==> src/core/rcause_pkg.sv <==
package rcause_pkg;

  // Register map, one aligned word each.
  localparam logic [11:0] RCAUSE_OFF_CTRL = 12'h000;
  localparam logic [11:0] RCAUSE_OFF_STAT = 12'h004;
  localparam logic [11:0] RCAUSE_OFF_MASK = 12'h008;

  // Bit positions inside reset_cause_control.
  localparam int RCAUSE_B_TRAP   = 15;
  localparam int RCAUSE_B_ILLOP  = 14;
  localparam int RCAUSE_B_SW_BROWNOUT_ENABLE = 13;
  localparam int RCAUSE_B_KEEP_ALIVE_REGULATOR_ENABLE  = 12;
  localparam int RCAUSE_B_CMIS   = 9;
  localparam int RCAUSE_B_FASTW  = 8;
  localparam int RCAUSE_B_EXT    = 7;
  localparam int RCAUSE_B_SWR    = 6;
  localparam int RCAUSE_B_SWDT   = 5;
  localparam int RCAUSE_B_WATCHDOG_TIMEOUT_FLAG   = 4;
  localparam int RCAUSE_B_SLEEP  = 3;
  localparam int RCAUSE_B_IDLE   = 2;
  localparam int RCAUSE_B_BOR    = 1;
  localparam int RCAUSE_B_POR    = 0;

  // Value after power-on, and the bits that exist.
  localparam logic [15:0] RCAUSE_CTRL_RESET = 16'h2003;
  localparam logic [15:0] RCAUSE_CTRL_IMPL  = 16'hF3FF;
  // Bits that are events (flags); the other implemented bits are controls.
  localparam logic [15:0] RCAUSE_EVENT_MASK = 16'hC2DF;

  // Extra regulator start-up delay on wake.
  localparam int RCAUSE_REGULATOR_WAKE_DELAY_NS     = 10000;
  localparam int RCAUSE_CLK_PERIOD_NS = 100;
  localparam int RCAUSE_REGULATOR_WAKE_DELAY_CYC =
    (RCAUSE_REGULATOR_WAKE_DELAY_NS + RCAUSE_CLK_PERIOD_NS - 1) / RCAUSE_CLK_PERIOD_NS;

  // Reset-cause and power-state events from the rest of the chip.
  typedef struct packed {
    logic trap;
    logic illop;
    logic cmis;
    logic ext;
    logic software_reset_flag;
    logic watchdog_timeout_flag;
    logic sleep;
    logic idle;
    logic bor;
    logic por;
  } rcause_evt_t;

  // Wake sequencing states.
  typedef enum logic [1:0] {RCAUSE_RUN, RCAUSE_SLEEPING, RCAUSE_WAKE_WAIT} rcause_wst_t;

endpackage

==> src/core/rcause_top.sv <==
// Functional notes
// - Bit 14 records an illegal opcode, address mode or uninitialised pointer reset.
// - Bit 12 selects the retention regulator in Sleep.
// - Bit 9 records a configuration word mismatch reset.
// - Bit 8 enables fast wake-up from Sleep.
// - Bit 7 records a master-clear pin reset.
// - Flags are software writable; writing one never causes a reset.
// - Unprogrammed regulator fuse keeps retention off in the wake sequencer regardless of bit 12; retention_active still follows bit 12.
// - Regulator re-enabled after standby adds a start-up delay on wake.
`timescale 1ns/1ns
`default_nettype none
module rcause_top
  import rcause_pkg::*;
#(
  parameter int DELAY_CYC = RCAUSE_REGULATOR_WAKE_DELAY_CYC
) (
  // Clock and reset.
  input  wire logic        clk_sys,
  input  wire logic        rst_n,
  // APB slave.
  input  wire logic        psel,
  input  wire logic        penable,
  input  wire logic        pwrite,
  input  wire logic [11:0] paddr,
  input  wire logic [31:0] pwdata,
  output logic      [31:0] prdata,
  output logic             pready,
  output logic             pslverr,
  // Chip events and power inputs.
  input  wire rcause_evt_t evt,
  input  wire logic        low_power_regulator_fuse,
  input  wire logic        sleep_req,
  input  wire logic        wake_req,
  // Controls and status out.
  output logic             brownout_enable,
  output logic             sw_watchdog_enable,
  output logic             retention_active,
  output logic             fast_wake_enable,
  output logic             wake_done,
  output logic             irq
);

  typedef struct packed {
    logic [15:0] ctrl;
    logic [15:0] stat;
    logic [15:0] mask;
    logic [31:0] rdata;
    logic        ready;
    logic        err;
    logic        irq;
    logic        wake;
  } rcause_state_t;

  rcause_state_t cur;
  rcause_state_t next_cur;
  logic [15:0]   evt_vec;
  logic          reg_off;
  logic          wake_pulse;
  logic          ret_eff;
  logic          acc;
  logic          wr;

  // Events mapped to their flag positions.
  always_comb begin
    evt_vec = 16'h0000;
    evt_vec[RCAUSE_B_TRAP]  = evt.trap;
    evt_vec[RCAUSE_B_ILLOP] = evt.illop;
    evt_vec[RCAUSE_B_CMIS]  = evt.cmis;
    evt_vec[RCAUSE_B_EXT]   = evt.ext;
    evt_vec[RCAUSE_B_SWR]   = evt.software_reset_flag;
    evt_vec[RCAUSE_B_WATCHDOG_TIMEOUT_FLAG]  = evt.watchdog_timeout_flag;
    evt_vec[RCAUSE_B_SLEEP] = evt.sleep;
    evt_vec[RCAUSE_B_IDLE]  = evt.idle;
    evt_vec[RCAUSE_B_BOR]   = evt.bor;
    evt_vec[RCAUSE_B_POR]   = evt.por;
  end

  // Retention applies only when the fuse is programmed (zero).
  assign ret_eff = cur.ctrl[RCAUSE_B_KEEP_ALIVE_REGULATOR_ENABLE] & ~low_power_regulator_fuse;
  assign acc = psel & penable & ~cur.ready;
  assign wr = acc & pwrite;

  // Wake sequencer.
  rcause_wake #(
    .DELAY_CYC(DELAY_CYC)
  ) u_wake (
    .clk_sys        (clk_sys),
    .rst_n          (rst_n),
    .sleep_req      (sleep_req),
    .wake_req       (wake_req),
    .retention_on   (ret_eff),
    .fast_wake      (cur.ctrl[RCAUSE_B_FASTW]),
    .standby_reg_off(reg_off),
    .wake_done      (wake_pulse)
  );

  // Register writes, flag capture and APB answer; events win over clears.
  always_comb begin
    next_cur = cur;
    next_cur.ready = acc;
    next_cur.err = 1'b0;
    next_cur.wake = wake_pulse;
    if (wr) begin
      case (paddr)
        RCAUSE_OFF_CTRL: next_cur.ctrl = pwdata[15:0] & RCAUSE_CTRL_IMPL;
        RCAUSE_OFF_STAT: next_cur.stat = cur.stat & ~pwdata[15:0];
        RCAUSE_OFF_MASK: next_cur.mask = pwdata[15:0] & RCAUSE_EVENT_MASK;
        default:         next_cur.err = 1'b1;
      endcase
    end else if (acc) begin
      case (paddr)
        RCAUSE_OFF_CTRL: next_cur.rdata = {16'h0000, cur.ctrl};
        RCAUSE_OFF_STAT: next_cur.rdata = {16'h0000, cur.stat};
        RCAUSE_OFF_MASK: next_cur.rdata = {16'h0000, cur.mask};
        default: begin
          next_cur.rdata = 32'h0000_0000;
          next_cur.err = 1'b1;
        end
      endcase
    end
    next_cur.ctrl = next_cur.ctrl | evt_vec;
    next_cur.stat = next_cur.stat | evt_vec;
    next_cur.irq = |(next_cur.stat & cur.mask);
  end

  // State register; power-on value has brown-out and power-on flags set.
  always_ff @(posedge clk_sys) begin
    if (!rst_n) begin
      cur <= '{ctrl: RCAUSE_CTRL_RESET, stat: 16'h0000, mask: 16'h0000,
               rdata: 32'h0000_0000, ready: 1'b0, err: 1'b0, irq: 1'b0, wake: 1'b0};
    end else begin
      cur <= next_cur;
    end
  end

  // Outputs straight from flip-flops.
  assign prdata = cur.rdata;
  assign pready = cur.ready;
  assign pslverr = cur.err;
  assign irq = cur.irq;
  assign wake_done = cur.wake;
  assign brownout_enable = cur.ctrl[RCAUSE_B_SW_BROWNOUT_ENABLE];
  assign sw_watchdog_enable = cur.ctrl[RCAUSE_B_SWDT];
  assign retention_active = cur.ctrl[RCAUSE_B_KEEP_ALIVE_REGULATOR_ENABLE];
  assign fast_wake_enable = cur.ctrl[RCAUSE_B_FASTW];
endmodule
`default_nettype wire

==> src/core/rcause_wake.sv <==
`timescale 1ns/1ns
`default_nettype none
// Sleep and wake sequencing with the optional regulator start-up delay.
module rcause_wake
  import rcause_pkg::*;
#(
  parameter int DELAY_CYC = RCAUSE_REGULATOR_WAKE_DELAY_CYC
) (
  // Clock and reset.
  input  wire logic clk_sys,
  input  wire logic rst_n,
  // Control.
  input  wire logic sleep_req,
  input  wire logic wake_req,
  input  wire logic retention_on,
  input  wire logic fast_wake,
  // Status.
  output logic      standby_reg_off,
  output logic      wake_done
);

  typedef struct packed {
    rcause_wst_t st;
    logic [15:0] cnt;
    logic        reg_off;
    logic        done;
  } rcause_wstate_t;

  rcause_wstate_t cur;
  rcause_wstate_t next_cur;

  // Sleep entry turns the main regulator off unless fast wake is set and retention is off.
  always_comb begin
    next_cur = cur;
    next_cur.done = 1'b0;
    case (cur.st)
      RCAUSE_RUN: begin
        if (sleep_req) begin
          next_cur.st = RCAUSE_SLEEPING;
          next_cur.reg_off = retention_on | ~fast_wake;
        end
      end
      RCAUSE_SLEEPING: begin
        if (wake_req) begin
          if (cur.reg_off) begin
            next_cur.st = RCAUSE_WAKE_WAIT;
            next_cur.cnt = 16'(DELAY_CYC - 1);
          end else begin
            next_cur.st = RCAUSE_RUN;
            next_cur.done = 1'b1;
          end
        end
      end
      RCAUSE_WAKE_WAIT: begin
        if (cur.cnt == 16'h0000) begin
          next_cur.st = RCAUSE_RUN;
          next_cur.reg_off = 1'b0;
          next_cur.done = 1'b1;
        end else begin
          next_cur.cnt = cur.cnt - 16'h0001;
        end
      end
      default: next_cur.st = RCAUSE_RUN;
    endcase
  end

  // State register.
  always_ff @(posedge clk_sys) begin
    if (!rst_n) begin
      cur <= '{st: RCAUSE_RUN, cnt: 16'h0000, reg_off: 1'b0, done: 1'b0};
    end else begin
      cur <= next_cur;
    end
  end

  assign standby_reg_off = cur.reg_off;
  assign wake_done = cur.done;

endmodule
`default_nettype wire

==> config.mk <==
export PLATFORM = sky130hd
export DESIGN_NAME = rcause_top
export DESIGN_NICKNAME = d
export VERILOG_FILES = /design/src/core/rcause_pkg.sv /design/src/core/rcause_top.sv /design/src/core/rcause_wake.sv
export SDC_FILE = /design/constraint.sdc
export NUM_CORES = 1
export LEC_CHECK = 0
export ABC_AREA = 0
export BUFFER_PORTS_ARGS = -buffer_cell sky130_fd_sc_hd__buf_2
export CORE_MARGIN = 10
export CORE_UTILIZATION = 55
export CTS_BUF_LIST = sky130_fd_sc_hd__clkbuf_4 sky130_fd_sc_hd__clkbuf_8
export DETAILED_ROUTE_END_ITERATION = 10
export PLACE_DENSITY = 0.82
export SLEW_MARGIN = 15
export SYNTH_ARGS = -nofsm -noshare
export SYNTH_HDL_FRONTEND = slang
export SYNTH_HIERARCHICAL = 1
export SYNTH_SLANG_ARGS = --single-unit
==> constraint.sdc <==
create_clock -name clk_sys -period 2.6 [get_ports clk_sys]
set_input_delay 0.39 -clock clk_sys [delete_from_list [all_inputs] [get_ports clk_sys]]
set_output_delay 0.39 -clock clk_sys [all_outputs]
set_load 0.005 [all_outputs]
======== After elaboration in Yosys (flattened, before gate mapping) ========
Index checks and enable logic that the tools add are counted.
storage, ports and cells
  bits in writable memories ............... 0
  ROM bits ................................ 0
  memories ................................ 0
  output and inout port bits .............. 40
  flip-flop bits (word level) ............. 98
  bits in latches ......................... 0
operators by class
  bitwise gates (word level) .............. 14
  multiply operators ...................... 0
  order comparisons ....................... 0
  shifts and indexed selects .............. 0
  equal/unequal tests ..................... 9
  muxes and demuxes ....................... 22
  add/sub/neg operators ................... 1
  div/mod/pow operators ................... 0
  reductions and logical operators ........ 12
operator list
  kind                   number
  $mux 16                5
  $mux 48                1
  $pmux 16 s3            1
  $and 16x16->16         2
  $or 16x16->16          2
  $pmux 16 s2            1
  $mux 18                1
  $logic_not 16->1       1
  $not 16->16            1
  $reduce_or 16->1       1
  $sub 16x1->16 const B  1
  $eq 12x3->1 const B    1
  $eq 12x4->1 const B    1
  $logic_not 12->1       1
  $mux 2                 4
  $mux 1                 6
  $ne 2x2->1 const B     3
  $pmux 2 s3             1
  $reduce_and 3->1       2
  $and 1x1->1            4
  $ne 2x1->1 const B     2
  $not 1->1              4
  $pmux 1 s2             2
  $reduce_and 2->1       2
  other kinds (7)        8

======== Depth between registers and ports, before layout ========
Gate-level depths: netlist of the first run.
  depth after elaboration ................. 7
  mapped depth ............................ 9
  mapped depth without buffers ............ 7

======== Cells and area by module ========
Netlist of the first run, hierarchy kept.
by module, submodules not included
  module       instances  cells an instance  area an instance (µm²)
  rcause_top   1          337                2881.5
  rcause_wake  1          126                1088.5

======== Least setup slack after synthesis of the first run ========
No wires, ideal clock.
  path type ............................... register to register
  from .................................... register u_wake/cur[8] (netlist bit)
  to ...................................... register u_wake/cur[7] (netlist bit)
  data arrival time ....................... 2.088 ns
  data required time ...................... 2.509 ns
  slack ................................... 0.421 ns
  library setup time ...................... 0.091 ns
  stages on the path, launching flop included .. 7
  cell sequence ........................... dfxtp_1 -> or4_4 -> or4b_4 -> buf_6 -> o21a_4 -> and2_4 -> a311oi_1
between the ends
  cells in the longest elaborated chain, start to end .. 3
ends and longest elaborated chain
  what                        line               source
  start: declaration          rcause_wake.sv:29  rcause_wstate_t cur;
  start signal: assignment    rcause_wake.sv:70  cur <= '{st: RCAUSE_RUN, cnt: 16'h0000, reg_off: 1'b0, done: 1'b0};
  start signal: assignment    rcause_wake.sv:72  cur <= next_cur;
  $logic_not 16->1            rcause_wake.sv:55  if (cur.cnt == 16'h0000) begin
  $ne 2x2->1 (no line)        n/a
  $reduce_and 4->1 (no line)  n/a
Every way passes these cells.
A chain may end at the register's enable or synchronous reset.

======== Final worst setup path of the first run ========
Ends and elaborated chain as after synthesis.

==> flow_summary.json, run 1 <==
{
  "hp-class": "input pin to register",
  "rows": 30,
  "clk_pin_slew_ps": 80,
  "cp.arrival_ps": 2520,
  "routed_via_density": 5.60,
  "drcViolationCount": 0,
  "gp_congestion": 0.875,
  "final-instance-count-excl-fill": 621,
  "drive_above_1_share": 0.211,
  "cp_top_family": "simple AND/OR/NAND/NOR gates",
  "nFillCells": 606,
  "cts_resized": 0,
  "finalHoldViolCount": 0,
  "ys_warn_count": 6,
  "final_cell_mix": "80 x dfxtp_1, 69 x buf_2, 48 x nand2_1",
  "start_util": 0.575,
  "grt-ovfl-total": 0,
  "critPathCaptureType": "register",
  "crit_buf_inv": 0,
  "cts-buffers-inserted": 9,
  "htree_levels": 3,
  "core_sq_um": 6910,
  "maxSlewViolCount": 0,
  "num_antenna_cells": 0,
  "tns_ps": 0,
  "clockBufferDepth": 2,
  "period_share": 0.871,
  "critical-path-max-stage-delay_ps": 580,
  "synth_cell_types": 50,
  "cts_tree": "yes",
  "avgSynthCellArea_sq_um": 8.57,
  "grt_pass1_wl_um": 16300,
  "wl_per_cell_um": 15.9,
  "synth_edf_count": 0,
  "dr_total_vias": 3479,
  "fp.dieW_um": 105,
  "cts.sinks": 80,
  "slew-limit-headroom": 0.553,
  "worst_pin_slew_ps": 667,
  "timing.final.crit_period_ps": 2270,
  "path_cells": "or4_4, or4b_4, o21a_4, and2_4, a311oi_1",
  "startpoint_type": "register",
  "synthCells": 463,
  "antenna_found_initial": 0,
  "netlist_area_sq_um": 3970,
  "io_pins": 102,
  "wl_um": 9850,
  "worstSkewPairLatency_ps": 360,
  "drt_first_pass_iters": 5,
  "crit_path_top_delay_cell": "or4b_4",
  "skew_ps": 12.0,
  "grt_pass1_vias": 3397,
  "yosysSeqAreaShare": 0.403,
  "die_h_um": 105,
  "dieArea_sq_um": 11000,
  "max_freq_mhz": 441,
  "track_usage": 0.175,
  "layout_commonest_cell": "dfxtp_1",
  "rsz0062_at_grt": "no",
  "yosys_register_bits": 80,
  "drtIter0Drc": 187,
  "dp_hpwl_um": 7270,
  "antenna_left": 0,
  "place_inst": 605,
  "cts.hold.buffers_added": 0,
  "async_flop_share": 0,
  "path_max_fanout": 11,
  "synth-main-ff-cell": "dfxtp_1",
  "setup_viol": 0,
  "critical_path_class": "register to register",
  "p_leak_uw": 0.00200,
  "cts_setup_buffers": 0,
  "syn2layout_area_growth_pct": 13.8,
  "ir_drop_mv": 0.390,
  "cts_root_buf": "clkbuf_8",
  "fin_nets": 587,
  "required_ps": 2860,
  "port_buffers": 69,
  "grt_max_degree": 31,
  "p_per_area_nw_per_um2": 604,
  "drv_cap": 0,
  "outcome": "finished, final reports clean"
}
-- through the flow --
step	total power (uW)	setup WS (ps)	instance area [sq um]	hold slack [ps]	utilization
after floorplan	1540	421	4030	412	-
after CTS	2740	339	4520	193	0.654
after global routing	2850	212	4520	183	0.654
after global placement	1610	396	4270	416	0.618
after detailed placement	1620	375	4270	419	0.618
final	2730	335	4520	201	0.654
-- flip-flops by register name (all words and copies together), names as in the netlist --
name and cells:
sw_watchdog_enable 1, prdata 16, fast_wake_enable 1, brownout_enable 1, irq 1, cur 36
retention_active 1, u_wake/wake_done 1, u_wake/standby_reg_off 1, pready 1, pslverr 1, wake_done 1
u_wake/cur 18
-- cell families (layout without fill, tap and decap cells) --
kind of cell / Yosys count / after routing / share of synthesized area
and+or+nand+nor: 147 / 147 / 0.186
AOI/OAI and AO/OA: 118 / 118 / 0.193
DFF: 80 / 80 / 0.403
buffers and inverters: 73 / 120 / 0.106
muxes: 29 / 29 / 0.0731
xor gates and xnor gates: 10 / 10 / 0.0221
adders and majority gates: 5 / 5 / 0.0158
other: 1 / 16 / 0.000945
-- worst paths after layout --
| kind | startpoint | endpoint | slack [ps] | cells after the start |
|---|---|---|---|---|
| worst max-delay path | u_wake/cur[8]$_SDFFE_PN0P_ | u_wake/cur[7]$_SDFFE_PN0P_ | 330 | 5 |
| worst min-delay path | pwdata[11] | cur[63]$_SDFFE_PN0P_ | 200 | 2 |
| worst max register to register | u_wake/cur[8]$_SDFFE_PN0P_ | u_wake/cur[7]$_SDFFE_PN0P_ | 330 | 5 |
| worst min register to register | u_wake/wake_done$_SDFF_PN0_ | wake_done$_SDFF_PN0_ | 440 | 1 |
-- synth_stat cells, drive strengths merged, types with 2 or more instances --
master   count  area (sq um)
nand3       10          50.1
dfxtp       80          1600
xor2        10          87.6
o2111ai      4          35.0
buf         39           293
a21boi       8          60.1
a22oi        9          67.6
a41oi       11          96.3
nand2b       3          18.8
a311oi       3          26.3
nand2       48           180
or4          4          33.8
nor2b        3          18.8
inv         18          67.6
o21a         9          75.1
ha           5          62.6
a21oi       33           165
clkbuf      16          60.1
nand4        5          46.3
nor4         5          46.3
nor2        43           161
or3          4          25.0
o211ai       5          37.5
o31ai        2          15.0
and2         7          46.3
mux2i       29           290
a32oi        2          17.5
o21ai       28           140
nor3         7          35.0
nor3b        2          25.0
-- metal layers --
layer | part of all wire | GRT usage | wire, um | vias to the layer above
li1 | - | - | - | 1700
met1 | 0.42 | 0.204 | 4160 | 1630
met2 | 0.48 | 0.287 | 4780 | 130
met3 | 0.074 | 0.0608 | 732 | 19
met4 | 0.018 | 0.0657 | 178 | 0
met5 | 0 | 0 | 0 | -
-- cell type report --
cell class                      count  area, sq um  area share
Clock buffer                       10          138      0.0305
Inverter                           18         67.6      0.0150
Clock inverter                      6          115      0.0255
Tap cell                           96          120      0.0266
Sequential cell                    80         1600       0.354
Timing Repair Buffer               86          473       0.105
Multi-Input combinational cell    325         2000       0.444
-- where the power goes --
group | internal [uW] | switching, uW
Combinational | 127 | 181
Clock | 669 | 462
Sequential | 1260 | 30.1
-- worst reg2reg max path: stages, from the launching register on --
cell and delay, ps:
dfxtp_1 340, or4_4 560, or4b_4 580, o21a_4 280
and2_4 160, a311oi_1 260
Note: power is estimated with default switching activity, not from simulation.
==> run 2, diff against run 1 <==
- CELL_PAD_IN_SITES_DETAIL_PLACEMENT: default -> 0
- CELL_PAD_IN_SITES_GLOBAL_PLACEMENT: default -> 1
- CORE_UTILIZATION: 55 -> 40
- PLACE_DENSITY: 0.82 -> default
- PLACE_DENSITY_LB_ADDON: default -> 0.1
==> run 2 against run 1 <==
Global-route usage is 3.0 points lower; total power is 6.6% lower; critical path type unchanged; routed wire length is 6.2% higher; register-to-register slack hardly changed; fmax is 0.45% higher.
==> flow_summary.json, run 2 (synthesis gave the netlist of run 1 again) <==
{
  "cts.hold.buffers_added": 0,
  "worstSkewPairLatency_ps": 350,
  "cts_root_buf": "clkbuf_8",
  "place_inst": 646,
  "clockBufferDepth": 2,
  "cts_setup_buffers": 0,
  "wl_um": 10500,
  "finalHoldViolCount": 0,
  "rsz0062_at_grt": "no",
  "drv_cap": 0,
  "critPathCaptureType": "register",
  "grt_pass1_vias": 3438,
  "core_sq_um": 9730,
  "timing.final.crit_period_ps": 2260,
  "fin_ws_ps": 345,
  "outcome": "finished, final reports clean",
  "grt_max_degree": 28,
  "routed_via_density": 5.12,
  "antenna_left": 0,
  "syn2layout_area_growth_pct": 14.3,
  "drt_first_pass_iters": 4,
  "final_cell_mix": "80 x dfxtp_1, 69 x buf_2, 48 x nand2_1",
  "final_area_sq_um": 4540,
  "htree_levels": 3,
  "drtIter0Drc": 257,
  "reg2reg_from": "u_wake/cur[8]$_SDFFE_PN0P_",
  "period_share": 0.867,
  "post_dp_cell_area_sq_um": 4340,
  "hp-class": "input pin to register",
  "track_usage": 0.145,
  "skew_ps": 7.40,
  "timing.rr.end": "u_wake/cur[7]$_SDFFE_PN0P_",
  "dp_slack_ps": 323,
  "max_freq_mhz": 443,
  "num_antenna_cells": 0,
  "final-instance-count-excl-fill": 662,
  "p_leak_uw": 0.00199,
  "largest_reg_flops": 36,
  "cts-buffers-inserted": 9,
  "layout_commonest_cell": "dfxtp_1",
  "power_uw": 2550,
  "wl_per_cell_um": 15.8,
  "critical_path_class": "register to register",
  "cts_tree": "yes",
  "grt_pass1_wl_um": 17200,
  "dr_total_vias": 3387,
  "fp.dieW_um": 120,
  "min_path_cells": 2,
  "required_ps": 2860,
  "path_max_fanout": 11,
  "slew-limit-headroom": 0.628,
  "ir_drop_mv": 0.321,
  "drive_above_1_share": 0.217,
  "worst_pin_slew_ps": 557,
  "dieArea_sq_um": 14300,
  "tns_ps": 0,
  "maxSlewViolCount": 0,
  "drcViolationCount": 0,
  "antenna_found_initial": 0,
  "fin_nets": 591,
  "dp_hpwl_um": 7570,
  "cts_resized": 0,
  "r2r_cells": 5,
  "port_buffers": 69,
  "setup_viol": 0,
  "die_h_um": 120,
  "grt-ovfl-total": 0,
  "startpoint_type": "register",
  "rows": 36,
  "cp.arrival_ps": 2510,
  "regMostFlops": "cur",
  "p_per_area_nw_per_um2": 562,
  "io_pins": 102,
  "r2r_slack_ps": 340,
  "hold_end": "cur[62]$_SDFFE_PN0P_",
  "clk_pin_slew_ps": 90,
  "gp_congestion": 0.814,
  "start_util": 0.408,
  "cts.sinks": 80,
  "min-delay-start": "pwdata[10]"
}
run 2: cell types whose count changed in the layout (fill, tap and decap cells not counted), sizes merged:
cell,previous run,this run
clkbuf,10,11
bufinv,3,1
clkinv,1,2
buf,86,90
run 2: worst max path at each step:
stage | start | to | slack, ps
detailed placement | paddr[1] | cur[67]$_SDFF_PN0_ | 320
global route | u_wake/cur[8]$_SDFFE_PN0P_ | u_wake/cur[18]$_SDFFE_PN0P_ | 200
global placement | paddr[1] | cur[55]$_SDFF_PN0_ | 350
CTS | u_wake/cur[4]$_SDFFE_PN0P_ | u_wake/cur[7]$_SDFFE_PN0P_ | 340
floorplan | u_wake/cur[8]$_SDFFE_PN0P_ | u_wake/cur[7]$_SDFFE_PN0P_ | 420
finish | u_wake/cur[8]$_SDFFE_PN0P_ | u_wake/cur[7]$_SDFFE_PN0P_ | 340
run 2: cell type report:
type                    instances  area [sq um]
flip-flops and latches         80          1600
fillers                      1003          5190
clock inverters                 5          56.3
repair buffers                 90           503
multi-input cells             325          2000
well taps                     133           166
inverters                      18          67.6
clock buffers                  11           139
run 2: worst max-delay path: stages, from the launching register on:
cell	delay, ps
dfxtp_1	340
or4_4	560
or4b_4	590
o21a_4	280
and2_4	160
a311oi_1	250
run 2: per-layer routing:
layer,vias to the layer above,GRT usage,part of all wire
met5,-,0,0
met4,0,0.0513,0.0084
met1,1612,0.175,0.45
li1,1704,-,-
met3,6,0.0291,0.040
met2,65,0.250,0.50
run 2: where the power goes:
part,switching (uW),leakage [uW],total [uW],internal [uW]
Combinational,184,0.00124,317,133
Clock,473,0.000101,940,467
Sequential,30.7,0.000652,1290,1260
Total,688,0.00199,2550,1860
run 2: per-stage QoR:
stage               hold slack, ps  utilization
finish                         208        0.466
global route                   196        0.466
CTS                            191        0.466
detailed placement             424        0.446
global placement               419        0.446
floorplan                      412            -
==> run 3, diff against run 2 <==
==> constraint.sdc (replaced) <==
create_clock -name clk_sys -period 2.6 [get_ports clk_sys]
set_input_delay 0 -clock clk_sys [delete_from_list [all_inputs] [get_ports clk_sys]]
set_output_delay 0 -clock clk_sys [all_outputs]
set_load 0.005 [all_outputs]
==> run 3 against run 2 <==
Non-clock buffer count is 28 higher; critical path depth is 2 higher; cell count is 4.2% higher; core utilization is 3.0 points higher; flip-flop and latch count stayed put; worst setup slack worse by 210 ps; sequential share of layout area is 2.1 points lower; global-route usage is 0.11 points lower; sequential power hardly changed; register-to-register slack worse by 210 ps; clock skew is 5.3 ps higher; largest power group unchanged; highest routed layer unchanged.
==> flow_summary.json, run 3 (synthesis gave the netlist of run 1 again) <==
{
  "outcome": "finished, final reports clean",
  "track_usage": 0.144,
  "switchingPower_uw": 702,
  "cts.hold.buffers_added": 33,
  "dp_slack_ps": 362,
  "cts-buffers-inserted": 9,
  "min_path_cells": 3,
  "drtIter0Drc": 167,
  "r2r_cells": 7,
  "drt_first_pass_iters": 5,
  "r2r_slack_ps": 140,
  "die_h_um": 120,
  "p_seq_frac": 0.521,
  "tns_ps": 0,
  "antenna_found_initial": 0,
  "grt_pass1_wl_um": 17300,
  "finalHoldViolCount": 0,
  "timing.final.crit_period_ps": 2460,
  "p_clk_frac": 0.339,
  "clk_pin_slew_ps": 90,
  "grt-ovfl-total": 0,
  "layout_commonest_cell": "dfxtp_1",
  "rows": 36,
  "cp.arrival_ps": 2710,
  "antenna_left": 0,
  "cts.sinks": 80,
  "required_ps": 2850,
  "max_freq_mhz": 406,
  "regMostFlops": "cur",
  "switching_share": 0.283,
  "worst_pin_slew_ps": 856,
  "io_pins": 102,
  "fp.dieW_um": 120,
  "critical_path_class": "register to register",
  "reg2reg_from": "pready$_SDFF_PN0_",
  "dp_hpwl_um": 7430,
  "timing.rr.end": "cur[68]$_SDFF_PN1_",
  "syn2layout_area_growth_pct": 21.6,
  "holdWs_ps": 21.2,
  "wl_per_cell_um": 15.1,
  "p_per_area_nw_per_um2": 514,
  "path_max_fanout": 10,
  "num_antenna_cells": 0,
  "wl_um": 10400,
  "critPathCaptureType": "register",
  "ir_drop_mv": 0.217,
  "dieArea_sq_um": 14300,
  "clockBufferDepth": 2,
  "routed_via_density": 5.05,
  "final-instance-count-excl-fill": 690,
  "core_sq_um": 9730,
  "cts_resized": 0,
  "cts_setup_buffers": 0,
  "grt_max_degree": 32,
  "rsz0062_at_grt": "no",
  "setup_viol": 0,
  "final_cell_mix": "80 x dfxtp_1, 69 x buf_2, 48 x nand2_1",
  "combPwrFrac": 0.140,
  "startpoint_type": "register",
  "worstSkewPairLatency_ps": 350,
  "p_int_uw": 1780,
  "cts_tree": "yes",
  "postLayoutCoreUtil": 0.496,
  "fin_ws_ps": 138,
  "crit_start": "pready$_SDFF_PN0_",
  "p_leak_uw": 0.00209,
  "nFillCells": 977,
  "fin_nets": 619,
  "crit_end": "cur[68]$_SDFF_PN1_",
  "htree_levels": 3,
  "drcViolationCount": 0,
  "hp-class": "input pin to register",
  "place_inst": 641,
  "drv_cap": 0,
  "skew_ps": 12.7,
  "port_buffers": 69,
  "grt_pass1_vias": 3538,
  "slew-limit-headroom": 0.427,
  "dr_total_vias": 3486,
  "drive_above_1_share": 0.197,
  "gp_congestion": 0.772,
  "largest_reg_flops": 36,
  "maxSlewViolCount": 0,
  "cts_root_buf": "clkbuf_8",
  "start_util": 0.408,
  "period_share": 0.947
}
## run 3: metrics by stage
stage | power [uW] | area, sq um
after detailed placement | 1630 | 4320
after floorplan | 1540 | 4030
after global placement | 1630 | 4320
final | 2480 | 4830
after global routing | 2600 | 4830
after CTS | 2500 | 4830
## run 3: per-layer routing
metal  vias to the layer above  GRT usage  part of all wire  wire length (um)
li1                       1764          -                 -                 -
met1                      1640      0.168              0.45              4660
met2                        70      0.254              0.50              5220
met3                        12     0.0361             0.039               404
met4                         0     0.0392             0.011               110
met5                         -          0                 0                 0
## run 3: worst max-delay path: stages (launching register included)
cell and delay [ps]:
dfxtp_1 320, and3b_1 250, nand2_1 90, or4_1 630, buf_12 250, mux2i_1 150, nand3_1 80, dlygate4sd3_1 580
## run 3: power groups by stage
stage	combinational [uW]	sequential, uW	clock [uW]
after floorplan	225	1310	0
after global placement	306	1320	0
after detailed placement	309	1320	0
after CTS	347	1290	864
after global routing	389	1300	915
final	346	1290	842
## run 3: area by class of cell
type,count,area [sq um],area share
clock buffers,9,124,0.0257
flip-flops and latches,80,1600,0.332
clock inverters,7,53.8,0.0111
well taps,133,166,0.0345
inverters,18,67.6,0.0140
repair buffers,118,808,0.167
multi-input cells,325,2000,0.415
## run 3: how the worst min path moves through the flow
| stage | from | end | slack (ps) |
|---|---|---|---|
| 3_5_place_dp | pwdata[11] | cur[63]$_SDFFE_PN0P_ | 180 |
| 4_1_cts | wake_req | u_wake/cur[18]$_SDFFE_PN0P_ | 6 |
| 2_1_floorplan | pwdata[5] | cur[57]$_SDFFE_PN0P_ | 90 |
| 6_report | wake_req | u_wake/cur[18]$_SDFFE_PN0P_ | 20 |
| 3_3_place_gp | pwdata[11] | cur[63]$_SDFFE_PN0P_ | 170 |
| 5_1_grt | wake_req | u_wake/cur[18]$_SDFFE_PN0P_ | 60 |
